File: src/sas_pkg.sv
// Purpose: Shared constants and types for the converter sequencer.
// Assumes: One 50 MHz clock; E-clock and RC-clock ticks are enables.
// Notes:   Register offsets are local to the block's byte bus.
package sas_pkg;

  // ---------------------------------------------------------------
  // Register map
  // ---------------------------------------------------------------
  localparam logic [2:0] SAS_OFF_CTRL   = 3'h0;
  localparam logic [2:0] SAS_OFF_RES0   = 3'h1;
  localparam logic [2:0] SAS_OFF_RES3   = 3'h4;
  localparam logic [2:0] SAS_OFF_OPTION = 3'h5;

  // ---------------------------------------------------------------
  // Control register fields
  // ---------------------------------------------------------------
  localparam int SAS_CTRL_DONE  = 7;
  localparam int SAS_CTRL_SCAN  = 5;
  localparam int SAS_CTRL_MULTI_CHANNEL_SEL  = 4;
  localparam logic [7:0] SAS_CTRL_WMASK = 8'h3F;

  // ---------------------------------------------------------------
  // Options register fields
  // ---------------------------------------------------------------
  localparam int SAS_OPT_POWER = 7;
  localparam int SAS_OPT_CONV_CLOCK_SOURCE_SEL  = 6;
  localparam int SAS_OPT_DLY   = 4;
  localparam logic [7:0] SAS_OPT_RESET   = 8'h10;
  localparam logic [7:0] SAS_OPT_FREE    = 8'hC0;
  localparam logic [7:0] SAS_OPT_PROT    = 8'h3B;
  localparam logic [7:0] SAS_OPT_RDMASK  = 8'hFB;

  // ---------------------------------------------------------------
  // Timing
  // ---------------------------------------------------------------
  localparam int SAS_PROT_WINDOW = 64;
  localparam int SAS_SAMPLE_CYC  = 12;
  localparam int SAS_BITS        = 8;
  localparam int SAS_STOP_LONG   = 4000;
  localparam int SAS_STOP_SHORT  = 4;
  localparam int SAS_SETTLE_US   = 100;
  localparam int SAS_CLK_MHZ     = 50;
  localparam int SAS_SETTLE_CYC  = SAS_SETTLE_US * SAS_CLK_MHZ;

  typedef struct packed {
    logic       wr;
    logic       rd;
    logic [2:0] addr;
    logic [7:0] wdata;
  } sas_bus_req_t;

  typedef enum logic [1:0] {
    SAS_IDLE,
    SAS_SAMPLE,
    SAS_CONVERT
  } sas_state_t;

endpackage

File: src/sas_sar_step.sv
// Purpose: One successive-approximation conversion of eight bits.
// Assumes: Comparator result is valid when a tick arrives.
// Notes:   Trial bit walks from the top bit down.
`timescale 1ns/1ps
module sas_sar_step (
  input  wire logic       clk,
  input  wire logic       arst_n,
  input  wire logic       start,
  input  wire logic       tick,
  input  wire logic       comp_above,
  output logic [7:0]      approximation_register,
  output logic [7:0]      trial_code,
  output logic            done
);
  import sas_pkg::*;

  logic [7:0] sar_q;
  logic [7:0] sar_d;
  logic [7:0] bit_q;
  logic [7:0] bit_d;
  logic       done_d;

  // ---------------------------------------------------------------
  // Approximation steps
  // ---------------------------------------------------------------
  always_comb begin
    sar_d  = sar_q;
    bit_d  = bit_q;
    done_d = 1'b0;
    if (start) begin
      sar_d = 8'h00;
      bit_d = 8'h80;
    end else if (tick && (bit_q != 8'h00)) begin
      // Kept bit follows the comparator, so low reference gives 00, high gives FF.
      if (comp_above) begin
        sar_d = sar_q | bit_q;
      end
      bit_d  = bit_q >> 1;
      done_d = (bit_q == 8'h01);
    end
  end

  always_ff @(posedge clk or negedge arst_n) begin
    if (!arst_n) begin
      sar_q <= 8'h00;
      bit_q <= 8'h00;
      done  <= 1'b0;
      trial_code <= 8'h00;
    end else begin
      sar_q <= sar_d;
      bit_q <= bit_d;
      done  <= done_d;
      trial_code <= sar_d | bit_d;
    end
  end

  // Taken from the register, so the value holds steady once the last step is done.
  assign approximation_register = sar_q;

endmodule

File: src/sas_sequencer.sv
// Purpose: Control, sequencing and result storage for an 8-bit converter.
// Assumes: Bus inputs are synchronous; e_tick and rc_tick are 1-cycle enables.
// Notes:   The analog array is outside; this block drives mux select and DAC code.
//
// Functional notes
// - Exactly one of sixteen inputs is routed, by four select bits.
// - Each conversion runs eight compare steps from the top bit.
// - A finished conversion copies the approximation into its slot's result.
// - Four eight-bit readable result registers hold converted values.
// - Results update only in cycles with no processor read.
// - Conversions run in groups of four, once or repeating.
// - The done flag sets when the fourth conversion completes.
// - A sequence starts one E-clock tick after the control write.
// - The sample switch is closed for a window of twelve conversion-clock ticks only.
// - Low reference gives 00, high gives FF, no overflow flag.
// - Options bit 7 powers the converter and its charge pump.
// - Clock source bit picks E clock at 0, RC clock at 1.
// - Stop exit waits about 4000 E cycles when delay bit set, else four.
// - Protected option bits take one write within 64 cycles unless special mode.
// - Options bit 2 is not implemented and reads zero.
// - Single pass halts after four; continuous wraps results to the first.
// - Multi-channel converts the group chosen by the upper two select bits.
// - Any control write clears done and restarts, aborting any sequence.
// - Codes 0-7 are pins, three (12-14) are internal points, five (8-11 and 15) are reserved.
`timescale 1ns/1ps
module sas_sequencer (
  input  wire logic                  clk,
  input  wire logic                  arst_n,
  input  wire sas_pkg::sas_bus_req_t bus_req,
  output logic [7:0]                 bus_rdata,
  input  wire logic                  special_mode,
  input  wire logic                  e_tick,
  input  wire logic                  rc_tick,
  input  wire logic                  comp_above,
  input  wire logic                  stop_exit_req,
  output logic [3:0]                 channel_select,
  output logic                       channel_reserved,
  output logic                       sample_switch_on,
  output logic [7:0]                 dac_code,
  output logic                       converter_power_on,
  output logic                       charge_pump_en,
  output logic                       conv_clock_source_sel,
  output logic                       stop_exit_delay_en,
  output logic                       stop_exit_done
);
  import sas_pkg::*;

  // ---------------------------------------------------------------
  // Registers
  // ---------------------------------------------------------------
  logic [7:0] ctrl_q, ctrl_d;
  logic       sequence_done_flag_q, sequence_done_flag_d;
  logic [7:0] option_q, option_d;
  logic       prot_used_q, prot_used_d;
  logic [6:0] rst_cnt_q, rst_cnt_d;
  logic [7:0] result_q [4];
  logic [7:0] result_d [4];
  logic [7:0] result_reg_first;
  sas_state_t state_q, state_d;
  logic [1:0] slot_q, slot_d;
  logic [3:0] samp_q, samp_d;
  logic       pend_q, pend_d;
  logic       pend_res_q, pend_res_d;
  logic [7:0] pend_val_q, pend_val_d;
  logic [1:0] pend_slot_q, pend_slot_d;
  logic [11:0] stop_cnt_q, stop_cnt_d;
  logic       stop_busy_q, stop_busy_d;
  logic       stop_done_d;

  logic       conv_tick;
  logic       sar_start;
  logic       sar_done;
  logic [7:0] sar_value;
  logic [7:0] trial;
  logic       wr_ctrl;
  logic       multi_channel_sel;
  logic       scan_en;

  assign wr_ctrl           = bus_req.wr && (bus_req.addr == SAS_OFF_CTRL);
  assign multi_channel_sel = ctrl_q[SAS_CTRL_MULTI_CHANNEL_SEL];
  assign scan_en           = ctrl_q[SAS_CTRL_SCAN];
  assign conv_tick         = option_q[SAS_OPT_CONV_CLOCK_SOURCE_SEL] ? rc_tick : e_tick;
  assign result_reg_first  = result_q[0];

  sas_sar_step u_sar (
    .clk                    (clk),
    .arst_n                 (arst_n),
    .start                  (sar_start),
    .tick                   (conv_tick && (state_q == SAS_CONVERT)),
    .comp_above             (comp_above),
    .approximation_register (sar_value),
    .trial_code             (trial),
    .done                   (sar_done)
  );

  // ---------------------------------------------------------------
  // Options register
  // ---------------------------------------------------------------
  always_comb begin
    option_d    = option_q;
    prot_used_d = prot_used_q;
    rst_cnt_d   = rst_cnt_q;
    if (rst_cnt_q != 7'(SAS_PROT_WINDOW)) begin
      rst_cnt_d = rst_cnt_q + 7'h01;
    end
    if (bus_req.wr && (bus_req.addr == SAS_OFF_OPTION)) begin
      option_d = (option_q & ~SAS_OPT_FREE) | (bus_req.wdata & SAS_OPT_FREE);
      if (special_mode || (!prot_used_q && (rst_cnt_q < 7'(SAS_PROT_WINDOW)))) begin
        option_d = (option_d & ~SAS_OPT_PROT) | (bus_req.wdata & SAS_OPT_PROT);
        prot_used_d = 1'b1;
      end
    end
  end

  // ---------------------------------------------------------------
  // Stop exit delay
  // ---------------------------------------------------------------
  always_comb begin
    stop_cnt_d  = stop_cnt_q;
    stop_busy_d = stop_busy_q;
    stop_done_d = 1'b0;
    if (stop_exit_req && !stop_busy_q) begin
      stop_busy_d = 1'b1;
      stop_cnt_d  = option_q[SAS_OPT_DLY] ? 12'(SAS_STOP_LONG) : 12'(SAS_STOP_SHORT);
    end else if (stop_busy_q && e_tick) begin
      if (stop_cnt_q <= 12'h001) begin
        stop_busy_d = 1'b0;
        stop_done_d = 1'b1;
      end else begin
        stop_cnt_d = stop_cnt_q - 12'h001;
      end
    end
  end

  // ---------------------------------------------------------------
  // Sequencer
  // ---------------------------------------------------------------
  always_comb begin
    ctrl_d               = ctrl_q;
    sequence_done_flag_d = sequence_done_flag_q;
    state_d              = state_q;
    slot_d               = slot_q;
    samp_d               = samp_q;
    pend_d               = pend_q;
    pend_res_d           = pend_res_q;
    pend_val_d           = pend_val_q;
    pend_slot_d          = pend_slot_q;
    sar_start            = 1'b0;
    for (int i = 0; i < 4; i++) begin
      result_d[i] = result_q[i];
    end
    // A result waits while the processor reads, so a read never sees a half update.
    if (pend_res_q && !bus_req.rd) begin
      result_d[pend_slot_q] = pend_val_q;
      pend_res_d = 1'b0;
    end
    if (!option_q[SAS_OPT_POWER]) begin
      state_d = SAS_IDLE;
    end else begin
      case (state_q)
        SAS_IDLE: begin
          if (pend_q && e_tick) begin
            pend_d  = 1'b0;
            slot_d  = 2'h0;
            samp_d  = 4'h0;
            state_d = SAS_SAMPLE;
          end
        end
        SAS_SAMPLE: begin
          if (conv_tick) begin
            if (samp_q == 4'(SAS_SAMPLE_CYC - 1)) begin
              state_d   = SAS_CONVERT;
              sar_start = 1'b1;
            end else begin
              samp_d = samp_q + 4'h1;
            end
          end
        end
        SAS_CONVERT: begin
          if (sar_done) begin
            pend_res_d  = 1'b1;
            pend_val_d  = sar_value;
            pend_slot_d = slot_q;
            slot_d      = slot_q + 2'h1;
            samp_d      = 4'h0;
            if (slot_q == 2'h3) begin
              sequence_done_flag_d = 1'b1;
              state_d = scan_en ? SAS_SAMPLE : SAS_IDLE;
            end else begin
              state_d = SAS_SAMPLE;
            end
          end
        end
        default: state_d = SAS_IDLE;
      endcase
    end
    if (wr_ctrl) begin
      ctrl_d               = bus_req.wdata & SAS_CTRL_WMASK;
      sequence_done_flag_d = 1'b0;
      pend_d               = 1'b1;
      state_d              = SAS_IDLE;
    end
  end

  always_ff @(posedge clk or negedge arst_n) begin
    if (!arst_n) begin
      ctrl_q               <= 8'h00;
      sequence_done_flag_q <= 1'b0;
      option_q             <= SAS_OPT_RESET;
      prot_used_q          <= 1'b0;
      rst_cnt_q            <= 7'h00;
      state_q              <= SAS_IDLE;
      slot_q               <= 2'h0;
      samp_q               <= 4'h0;
      pend_q               <= 1'b0;
      pend_res_q           <= 1'b0;
      pend_val_q           <= 8'h00;
      pend_slot_q          <= 2'h0;
      stop_cnt_q           <= 12'h000;
      stop_busy_q          <= 1'b0;
      stop_exit_done       <= 1'b0;
      for (int i = 0; i < 4; i++) begin
        result_q[i] <= 8'h00;
      end
    end else begin
      ctrl_q               <= ctrl_d;
      sequence_done_flag_q <= sequence_done_flag_d;
      option_q             <= option_d;
      prot_used_q          <= prot_used_d;
      rst_cnt_q            <= rst_cnt_d;
      state_q              <= state_d;
      slot_q               <= slot_d;
      samp_q               <= samp_d;
      pend_q               <= pend_d;
      pend_res_q           <= pend_res_d;
      pend_val_q           <= pend_val_d;
      pend_slot_q          <= pend_slot_d;
      stop_cnt_q           <= stop_cnt_d;
      stop_busy_q          <= stop_busy_d;
      stop_exit_done       <= stop_done_d;
      for (int i = 0; i < 4; i++) begin
        result_q[i] <= result_d[i];
      end
    end
  end

  // ---------------------------------------------------------------
  // Outputs and read data
  // ---------------------------------------------------------------
  always_comb begin
    channel_select = ctrl_q[3:0];
    if (multi_channel_sel) begin
      channel_select = {ctrl_q[3:2], slot_q};
    end
  end

  assign channel_reserved      = (channel_select[3:2] == 2'b10) || (channel_select == 4'hF);
  assign sample_switch_on      = (state_q == SAS_SAMPLE);
  assign dac_code              = trial;
  assign converter_power_on    = option_q[SAS_OPT_POWER];
  assign charge_pump_en        = option_q[SAS_OPT_POWER];
  assign conv_clock_source_sel = option_q[SAS_OPT_CONV_CLOCK_SOURCE_SEL];
  assign stop_exit_delay_en    = option_q[SAS_OPT_DLY];

  always_comb begin
    bus_rdata = 8'h00;
    case (bus_req.addr)
      SAS_OFF_CTRL:   bus_rdata = {sequence_done_flag_q, 1'b0, ctrl_q[5:0]};
      SAS_OFF_OPTION: bus_rdata = option_q & SAS_OPT_RDMASK;
      SAS_OFF_RES0:   bus_rdata = result_reg_first;
      SAS_OFF_RES0 + 3'h1: bus_rdata = result_q[1];
      SAS_OFF_RES0 + 3'h2: bus_rdata = result_q[2];
      SAS_OFF_RES3:   bus_rdata = result_q[3];
      default:        bus_rdata = 8'h00;
    endcase
  end

endmodule

File: config.mk
export PLATFORM = sky130hd
export DESIGN_NAME = sas_sequencer
export DESIGN_NICKNAME = d
export VERILOG_FILES = /design/src/sas_pkg.sv /design/src/sas_sar_step.sv /design/src/sas_sequencer.sv
export SDC_FILE = /design/constraint.sdc
export NUM_CORES = 1
export LEC_CHECK = 0
export ABC_AREA = 1
export BUFFER_PORTS_ARGS = -buffer_cell sky130_fd_sc_hd__buf_2
export CORE_MARGIN = 2
export CORE_UTILIZATION = 40
export CTS_CLUSTER_SIZE = 10
export DETAILED_ROUTE_END_ITERATION = 6
export MAX_ROUTING_LAYER = met4
export SLEW_MARGIN = 10
export SYNTH_ARGS = -nofsm -noshare
export SYNTH_HDL_FRONTEND = slang
export SYNTH_SLANG_ARGS = --single-unit
File: constraint.sdc
create_clock -name clk -period 3.35 [get_ports clk]
set_clock_uncertainty 0.2 [all_clocks]
set_input_delay 0.335 -clock clk [delete_from_list [all_inputs] [get_ports clk]]
set_output_delay 0.335 -clock clk [all_outputs]
set_load 0.03 [all_outputs]
==> results.yml, run 1 <==
sta:
  setup_viol: 0
  worst_slack_ps: 1280
  worst_pin_slew_ps: 753
  fmax_mhz: 483
  min_period_over_period_pct: 61.8
  rsz0062_at_grt: "false"
  setup_tns_ps: 0
  hold_viol: 0
  relSlewSlack_pct: 49.7
  fin_crit_ps: 2070
  slew_violations: 0
placement:
  routabilityCongestion: 0.953
  dpl.hpwl_mm: 9.31
  port_buffers: 46
  post-place-ws_ps: 1290
power_and_ir_drop:
  combPwrFrac_pct: 19.6
  seqPwrFrac_pct: 36.5
  swShare_pct: 29.7
  p_int_uw: 3140
  p_per_area_mw_per_mm2: 679
  clkPwrFrac_pct: 43.9
  ir_drop_mv: 0.394
  power_switching_uw: 1320
  p_leak_uw: 0.00333
detailed_routing:
  drt_iter0_markers: 373
  ant_nets: 0
  drc: 0
  vias: 4500
  first_pass_iters: 5
  wirelength_mm: 13.1
  wire_per_inst_um: 14.4
  vias_per_cell: 4.94
worst_setup_path:
  arrival_ps: 1530
  cp_common_cell: "buf_2"
  crit_chain: "buf_2, inv_2, nand3_1, o21ai_0, a21oi_1, o2111ai_1, buf_2"
  slowest_delay_ps: 300
  crit_required_ps: 2810
  cp_num_buf_inv: 3
  crit_fanout: 10
  cp-start-kind: "primary input"
  end_kind: "output pin"
  crit_family: "buffers and inverters"
  path_class: "primary input to output pin"
  cpMaxStageDelayCell: "o21ai_0"
clock_tree:
  cts_setup_buffers: 0
  cts-resized-gates: 0
  clock-root-buffer: "clkbuf_16"
  cts_buffers: 17
  clkSinkCount: 113
  cts_buffer_depth: 2
  cts_tree: "done"
  path_clk_slew_ps: 50
  cts_max_level: 4
  clk_latency_ps: 410
layout:
  final_common_cell: "nand2_1"
  final_cell_mix: "nand2_1, dfrtp_1, inv_1"
  final_nets: 748
  drive_above_1_share_pct: 15.4
  syn_to_final_growth_pct: 20.5
  antenna_cells: 0
grt:
  grt_pass1_vias: 4309
  gr-total-overflow: 0
  grt_pass1_wl_mm: 21.7
  grt_start_max_net_pins: 58
  grt_usage_pct: 19.8
  antenna_found_initial: 0
logic_synthesis:
  synth_cell_types: 35
  syn_avg_cell_area_um2: 8.23
  seq_area_frac_synth_pct: 51.8
  synth_cells: 663
  synth_enable_flop_cells: 0
  syn_area_mm2: 0.00546
  ys_async_sr_fraction_pct: 100
  synth.yosys.warnings: 0
  synthFlopType: "dfrtp_1"
  syn_nets: 689
  synth-seq-cells: 113
die:
  die-width_um: 121
  io_pins: 47
  core_area_mm2: 0.0133
  die_h_um: 121
  num_rows: 42
  dieArea_mm2: 0.0146
  initial_core_util_pct: 41.1
min_path:
  hp-class: "primary input to register"
run:
  maxCapViolCount: 0
outcome:
  status: "completed"
==> cell type report <==
| cell class | count | area (um^2) |
|---|---|---|
| fill | 1276 | 6720 |
| sequential | 113 | 2830 |
| multi-input combinational | 437 | 2150 |
| tap | 176 | 220 |
| inverter | 94 | 353 |
| clock inverter | 9 | 151 |
| timing repair buffer | 59 | 370 |
| clock buffer | 23 | 498 |
==> power groups by stage <==
stage          registers (uW)  clock network [uW]  logic (uW)
2_1_floorplan            1630                   0         660
3_3_place_gp             1640                   0         843
3_5_place_dp             1650                   0         864
4_1_cts                  1630                1990         876
5_1_grt                  1650                2060         996
6_report                 1630                1960         873
==> through the flow <==
step	util, %	power (uW)	hold WS (ps)	area [um^2]	cells
detailed placement	43.8	2510	246	5820	868
CTS	49.5	4500	38.0	6580	911
global route	49.5	4710	73.0	6580	911
finish	49.5	4460	51.4	6580	911
global placement	43.8	2490	236	5820	868
floorplan	-	2290	-161	5460	663
==> cells in the mapped netlist, types with 2 or more instances <==
| master | n | area (um^2) |
|---|---|---|
| nand2_1 | 182 | 683 |
| inv_1 | 88 | 330 |
| nor3_1 | 7 | 35.0 |
| buf_6 | 3 | 33.8 |
| o21ai_0 | 66 | 330 |
| o21ai_2 | 3 | 26.3 |
| o2111ai_1 | 6 | 52.6 |
| o21ai_1 | 5 | 25.0 |
| ha_1 | 6 | 75.1 |
| nand2_4 | 2 | 22.5 |
| dfrtp_1 | 112 | 2800 |
| buf_2 | 5 | 25.0 |
| o22ai_1 | 2 | 12.5 |
| xor2_1 | 10 | 87.6 |
| nor2_1 | 28 | 105 |
| a21oi_1 | 15 | 75.1 |
| nand4_1 | 9 | 56.3 |
| or2_2 | 4 | 25.0 |
| nor2_2 | 7 | 43.8 |
| clkbuf_1 | 5 | 18.8 |
| buf_4 | 6 | 45.0 |
| inv_2 | 6 | 22.5 |
| nand3_1 | 62 | 310 |
| o211ai_1 | 2 | 15.0 |
| nand2_2 | 7 | 43.8 |
| o21bai_1 | 6 | 45.0 |
==> tightest hold or removal path, cell delays in order <==
cell and delay (ps):
buf_2 130, nand4_1 110, nand2_1 50
==> worst paths after layout <==
path                             startpoint                              end  slack [ps]  cells past startpoint
worst min register to register  prot_used_q                      prot_used_q         270                      2
min in group asynchronous            arst_n              result_reg_first[5]         330                      2
worst min-delay path             comp_above  u_sar.approximation_register[0]          50                      3
worst max-delay path            bus_req[10]                     bus_rdata[4]        1280                      7
worst max register to register  option_q[7]                        slot_q[0]        1390                      6
max in group asynchronous            arst_n                      option_q[4]        1880                      3
==> registers in the layout, indices dropped and copies added (netlist names), 2 cells and up <==
| name | cells |
|---|---|
| result_q | 24 |
| stop_cnt_q | 12 |
| pend_val_q | 8 |
| result_reg_first | 8 |
| u_sar.approximation_register | 8 |
| u_sar.bit_q | 8 |
| u_sar.trial_code | 8 |
| option_q | 7 |
| rst_cnt_q | 7 |
| ctrl_q | 6 |
| samp_q | 4 |
| pend_slot_q | 2 |
| slot_q | 2 |
| state_q | 2 |
==> what timing repair did <==
item | CTS | global route
setup endpoints to repair | 0 | 0
endpoints found under the hold margin | 67 | 0
hold buffers | 11 | 0
==> cell families after synthesis <==
kind of cell             after synthesis  synth area share [%]
flip-flops                           113                  51.8
adder cells (fa/ha/maj)                6                  1.38
buffers and inverters                113                  8.71
AND/OR/NAND/NOR                      312                  25.2
AO/OA/AOI/OAI                        109                  11.3
XOR/XNOR                              10                  1.60
==> layer usage <==
layer	vias to the layer above	track usage (%)	part of all wire (%)
met5	-	-	0
met4	0	7.92	2.0
met3	20	4.43	4.9
met2	124	28.3	44
met1	2111	27.4	49
li1	2245	-	-
(Power assumes the default switching activity.)
==> run 2, diff against run 1 <==
--- a/config.mk
+++ b/config.mk
@@ -5,7 +5,7 @@
 export SDC_FILE = /design/constraint.sdc
 export NUM_CORES = 1
 export LEC_CHECK = 0
-export ABC_AREA = 1
+export ABC_AREA = 0
 export BUFFER_PORTS_ARGS = -buffer_cell sky130_fd_sc_hd__buf_2
 export CORE_MARGIN = 2
 export CORE_UTILIZATION = 40
==> constraint.sdc (replaced) <==
create_clock -name clk -period 1.7 [get_ports clk]
set_clock_uncertainty 0.2 [all_clocks]
set_input_delay 0.17 -clock clk [delete_from_list [all_inputs] [get_ports clk]]
set_output_delay 0.17 -clock clk [all_outputs]
set_load 0.03 [all_outputs]
==> run 2 against run 1 <==
The flow now finishes with violations (negative setup slack). Sequential power is 95% higher. Design area up 17%. Combinational power grew to 2.8 times the previous value. Die area down 4.5%. Synthesized cell count decreased by 30%. Worst hold slack lost 3.1 ps. Synthesized area down 4.6%. Register-to-register slack lost 1700 ps. Setup slack worse by 1600 ps. Sequential share of layout area down 6.3 points. Power is 110% higher. Largest power group unchanged.
==> results.yml, run 2 <==
outcome:
  status: "finished with violations"
  violations: "negative setup slack"
layout:
  drive_above_1_share_pct: 43.4
  syn_to_final_growth_pct: 48.1
  final_cell_mix: "dfrtp_1, buf_4, nand2_1"
  antenna_cells: 0
  final_nets: 631
  largest_reg_flops: 24
  final_common_cell: "dfrtp_1"
  largest_register: "result_q"
  largestRegisters: "result_q x24, stop_cnt_q x12"
  layout.cells.non_filler: 790
die:
  io_pins: 47
  dieArea_mm2: 0.0139
  num_rows: 41
  die_h_um: 118
  initial_core_util_pct: 41.1
  die-width_um: 118
  core_area_mm2: 0.0127
logic_synthesis:
  synth_top_area_share_pct: 53.8
  synth_cell_types: 58
  synth-seq-cells: 113
  syn_nets: 488
  synth_cells: 462
  synth_most_common_cell: "dfrtp_1"
  synthFlopType: "dfrtp_1"
  syn_area_mm2: 0.00521
  synth_enable_flop_cells: 0
  syn_avg_cell_area_um2: 11.3
  synthTopCellsByArea: "dfrtp_1, mux2_1, nand2_1, mux2i_1, a21oi_1"
  ys_async_sr_fraction_pct: 100
  ys_top_cells_by_count: "dfrtp_1, nand2_1, mux2_1"
  yosysTopAreaCell: "dfrtp_1"
  seq_area_frac_synth_pct: 54.3
  synth.yosys.warnings: 0
grt:
  grt_pass1_vias: 4321
  grt_start_max_net_pins: 34
  grtUsageMet3_pct: 4.12
  gr-total-overflow: 0
  grt_usage_pct: 20.7
  met1_usage_pct: 26.0
  antenna_found_initial: 0
  top_usage_layer: "met2"
  grt_pass1_wl_mm: 22.0
  met2_usage_pct: 32.9
worst_setup_path:
  end_kind: "register"
  crit_fanout: 5
  cp.depth: 4
  cp_common_cell: "or3_4"
  r2r.worst_path.cells: 4
  path_class: "register to register"
  crit_chain: "or3_4, or3_4, or4_4, a31oi_4"
  cpMaxStageDelayCell: "or4_4"
  crit_required_ps: 1830
  slowest_delay_ps: 440
  arrival_ps: 2190
  crit_family: "simple AND/OR/NAND/NOR gates"
  cp-start-kind: "register"
  cp_num_buf_inv: 0
power_and_ir_drop:
  clkPwrFrac_pct: 39.0
  ir_drop_mv: 0.709
  combPwrFrac_pct: 26.7
  p_leak_uw: 0.00364
  seqPwrFrac_pct: 34.3
  p_per_area_mw_per_mm2: 1200
  p_int_uw: 6690
  swShare_pct: 27.8
  power_switching_uw: 2580
placement:
  dpl.hpwl_mm: 8.77
  dpl.cell_count: 719
  port_buffers: 46
  post-place-ws_ps: -299
  routabilityCongestion: 0.821
sta:
  setup_viol: 49
  fmax_mhz: 486
  relSlewSlack_pct: 62.3
  slew_violations: 0
  min_period_over_period_pct: 121
  worst_slack_ps: -357
  rsz0062_at_grt: "true"
  hold_viol: 0
  setup_tns_ps: -5940
  worst_pin_slew_ps: 566
  fin_crit_ps: 2060
detailed_routing:
  ant_nets: 0
  first_pass_iters: 4
  wirelength_mm: 13.4
  wire_per_inst_um: 17.0
  drc: 0
  vias: 4158
  vias_per_cell: 5.26
  drt_iter0_markers: 225
clock_tree:
  cts_buffer_depth: 2
  cts_max_level: 4
  path_clk_slew_ps: 50
  cts_buffers: 17
  clkSinkCount: 113
  cts_tree: "done"
  clk_latency_ps: 410
  clock-root-buffer: "clkbuf_16"
min_path:
  hp-class: "primary input to register"
  whs_path_depth: 4
run:
  maxCapViolCount: 0
## run 2: changes by cell type in the layout (fill, tap and decap cells not counted), sizes merged, moves of 50 or more
cell   delta
mux2     +50
buf      +84
nand3    -51
o21ai    -67
nand2   -129
inv      -82
## run 2: metrics by stage
stage	utilization [%]	power, uW	instance area, um^2	hold slack (ps)
floorplan	-	4110	5290	-326
global placement	48.5	4860	6140	-40.4
detailed placement	48.5	4940	6140	-31.5
CTS	58.0	8870	7350	25.8
global route	60.9	9680	7710	54.3
finish	60.9	9270	7710	48.2
## run 2: layout make-up
cell class | instances | area [um^2]
timing repair buffer | 146 | 1260
clock inverter | 10 | 133
fill | 1007 | 4960
sequential | 113 | 2840
inverter | 12 | 45.0
multi-input combinational | 315 | 2750
tap | 172 | 215
clock buffer | 22 | 474
## run 2: path summary, 6_finish.rpt
path                               start                  end  slack (ps)
setup / recovery           stop_cnt_q[8]       stop_cnt_q[11]        -360
hold / removal                comp_above  u_sar.trial_code[7]          50
setup reg to reg           stop_cnt_q[8]       stop_cnt_q[11]        -360
hold reg to reg              prot_used_q          prot_used_q         280
max in group asynchronous         arst_n          option_q[7]         710
min in group asynchronous         arst_n        stop_cnt_q[7]          60
## run 2: routing by layer
layer  wire, um  up-vias
met5          0        -
met4        142        0
met3        458       14
met2       6740       93
met1       6080     2099
li1           -     1952
## run 2: cell families after synthesis
group,after synthesis,synth area share [%]
compound gates,74,9.25
flops,113,54.3
fa+ha+maj,6,1.44
buf+inv,34,2.74
mux,68,15.0
xor+xnor,6,1.01
simple gates,161,16.2
## run 2: tightest hold or removal path, stage by stage
cell	delay (ps)
buf_2	80
inv_2	60
nand3_4	150
a211o_1	160
## run 2: what timing repair did
action | CTS | global route
cloned | 0 | 1
hold buffers | 13 | 0
pin swaps | 24 | 43
endpoints found under the setup margin | 51 | 83
endpoints found under the hold margin | 132 | 0
resized for setup | 81 | 72
setup buffers | 15 | 10
## run 2: power by group through the flow
stage | clock [uW] | combinational [uW] | sequential, uW
after global routing | 3810 | 2670 | 3210
after global placement | 0 | 1660 | 3200
after CTS | 3670 | 2040 | 3160
after floorplan | 0 | 873 | 3240
after detailed placement | 0 | 1720 | 3220
final | 3620 | 2470 | 3180
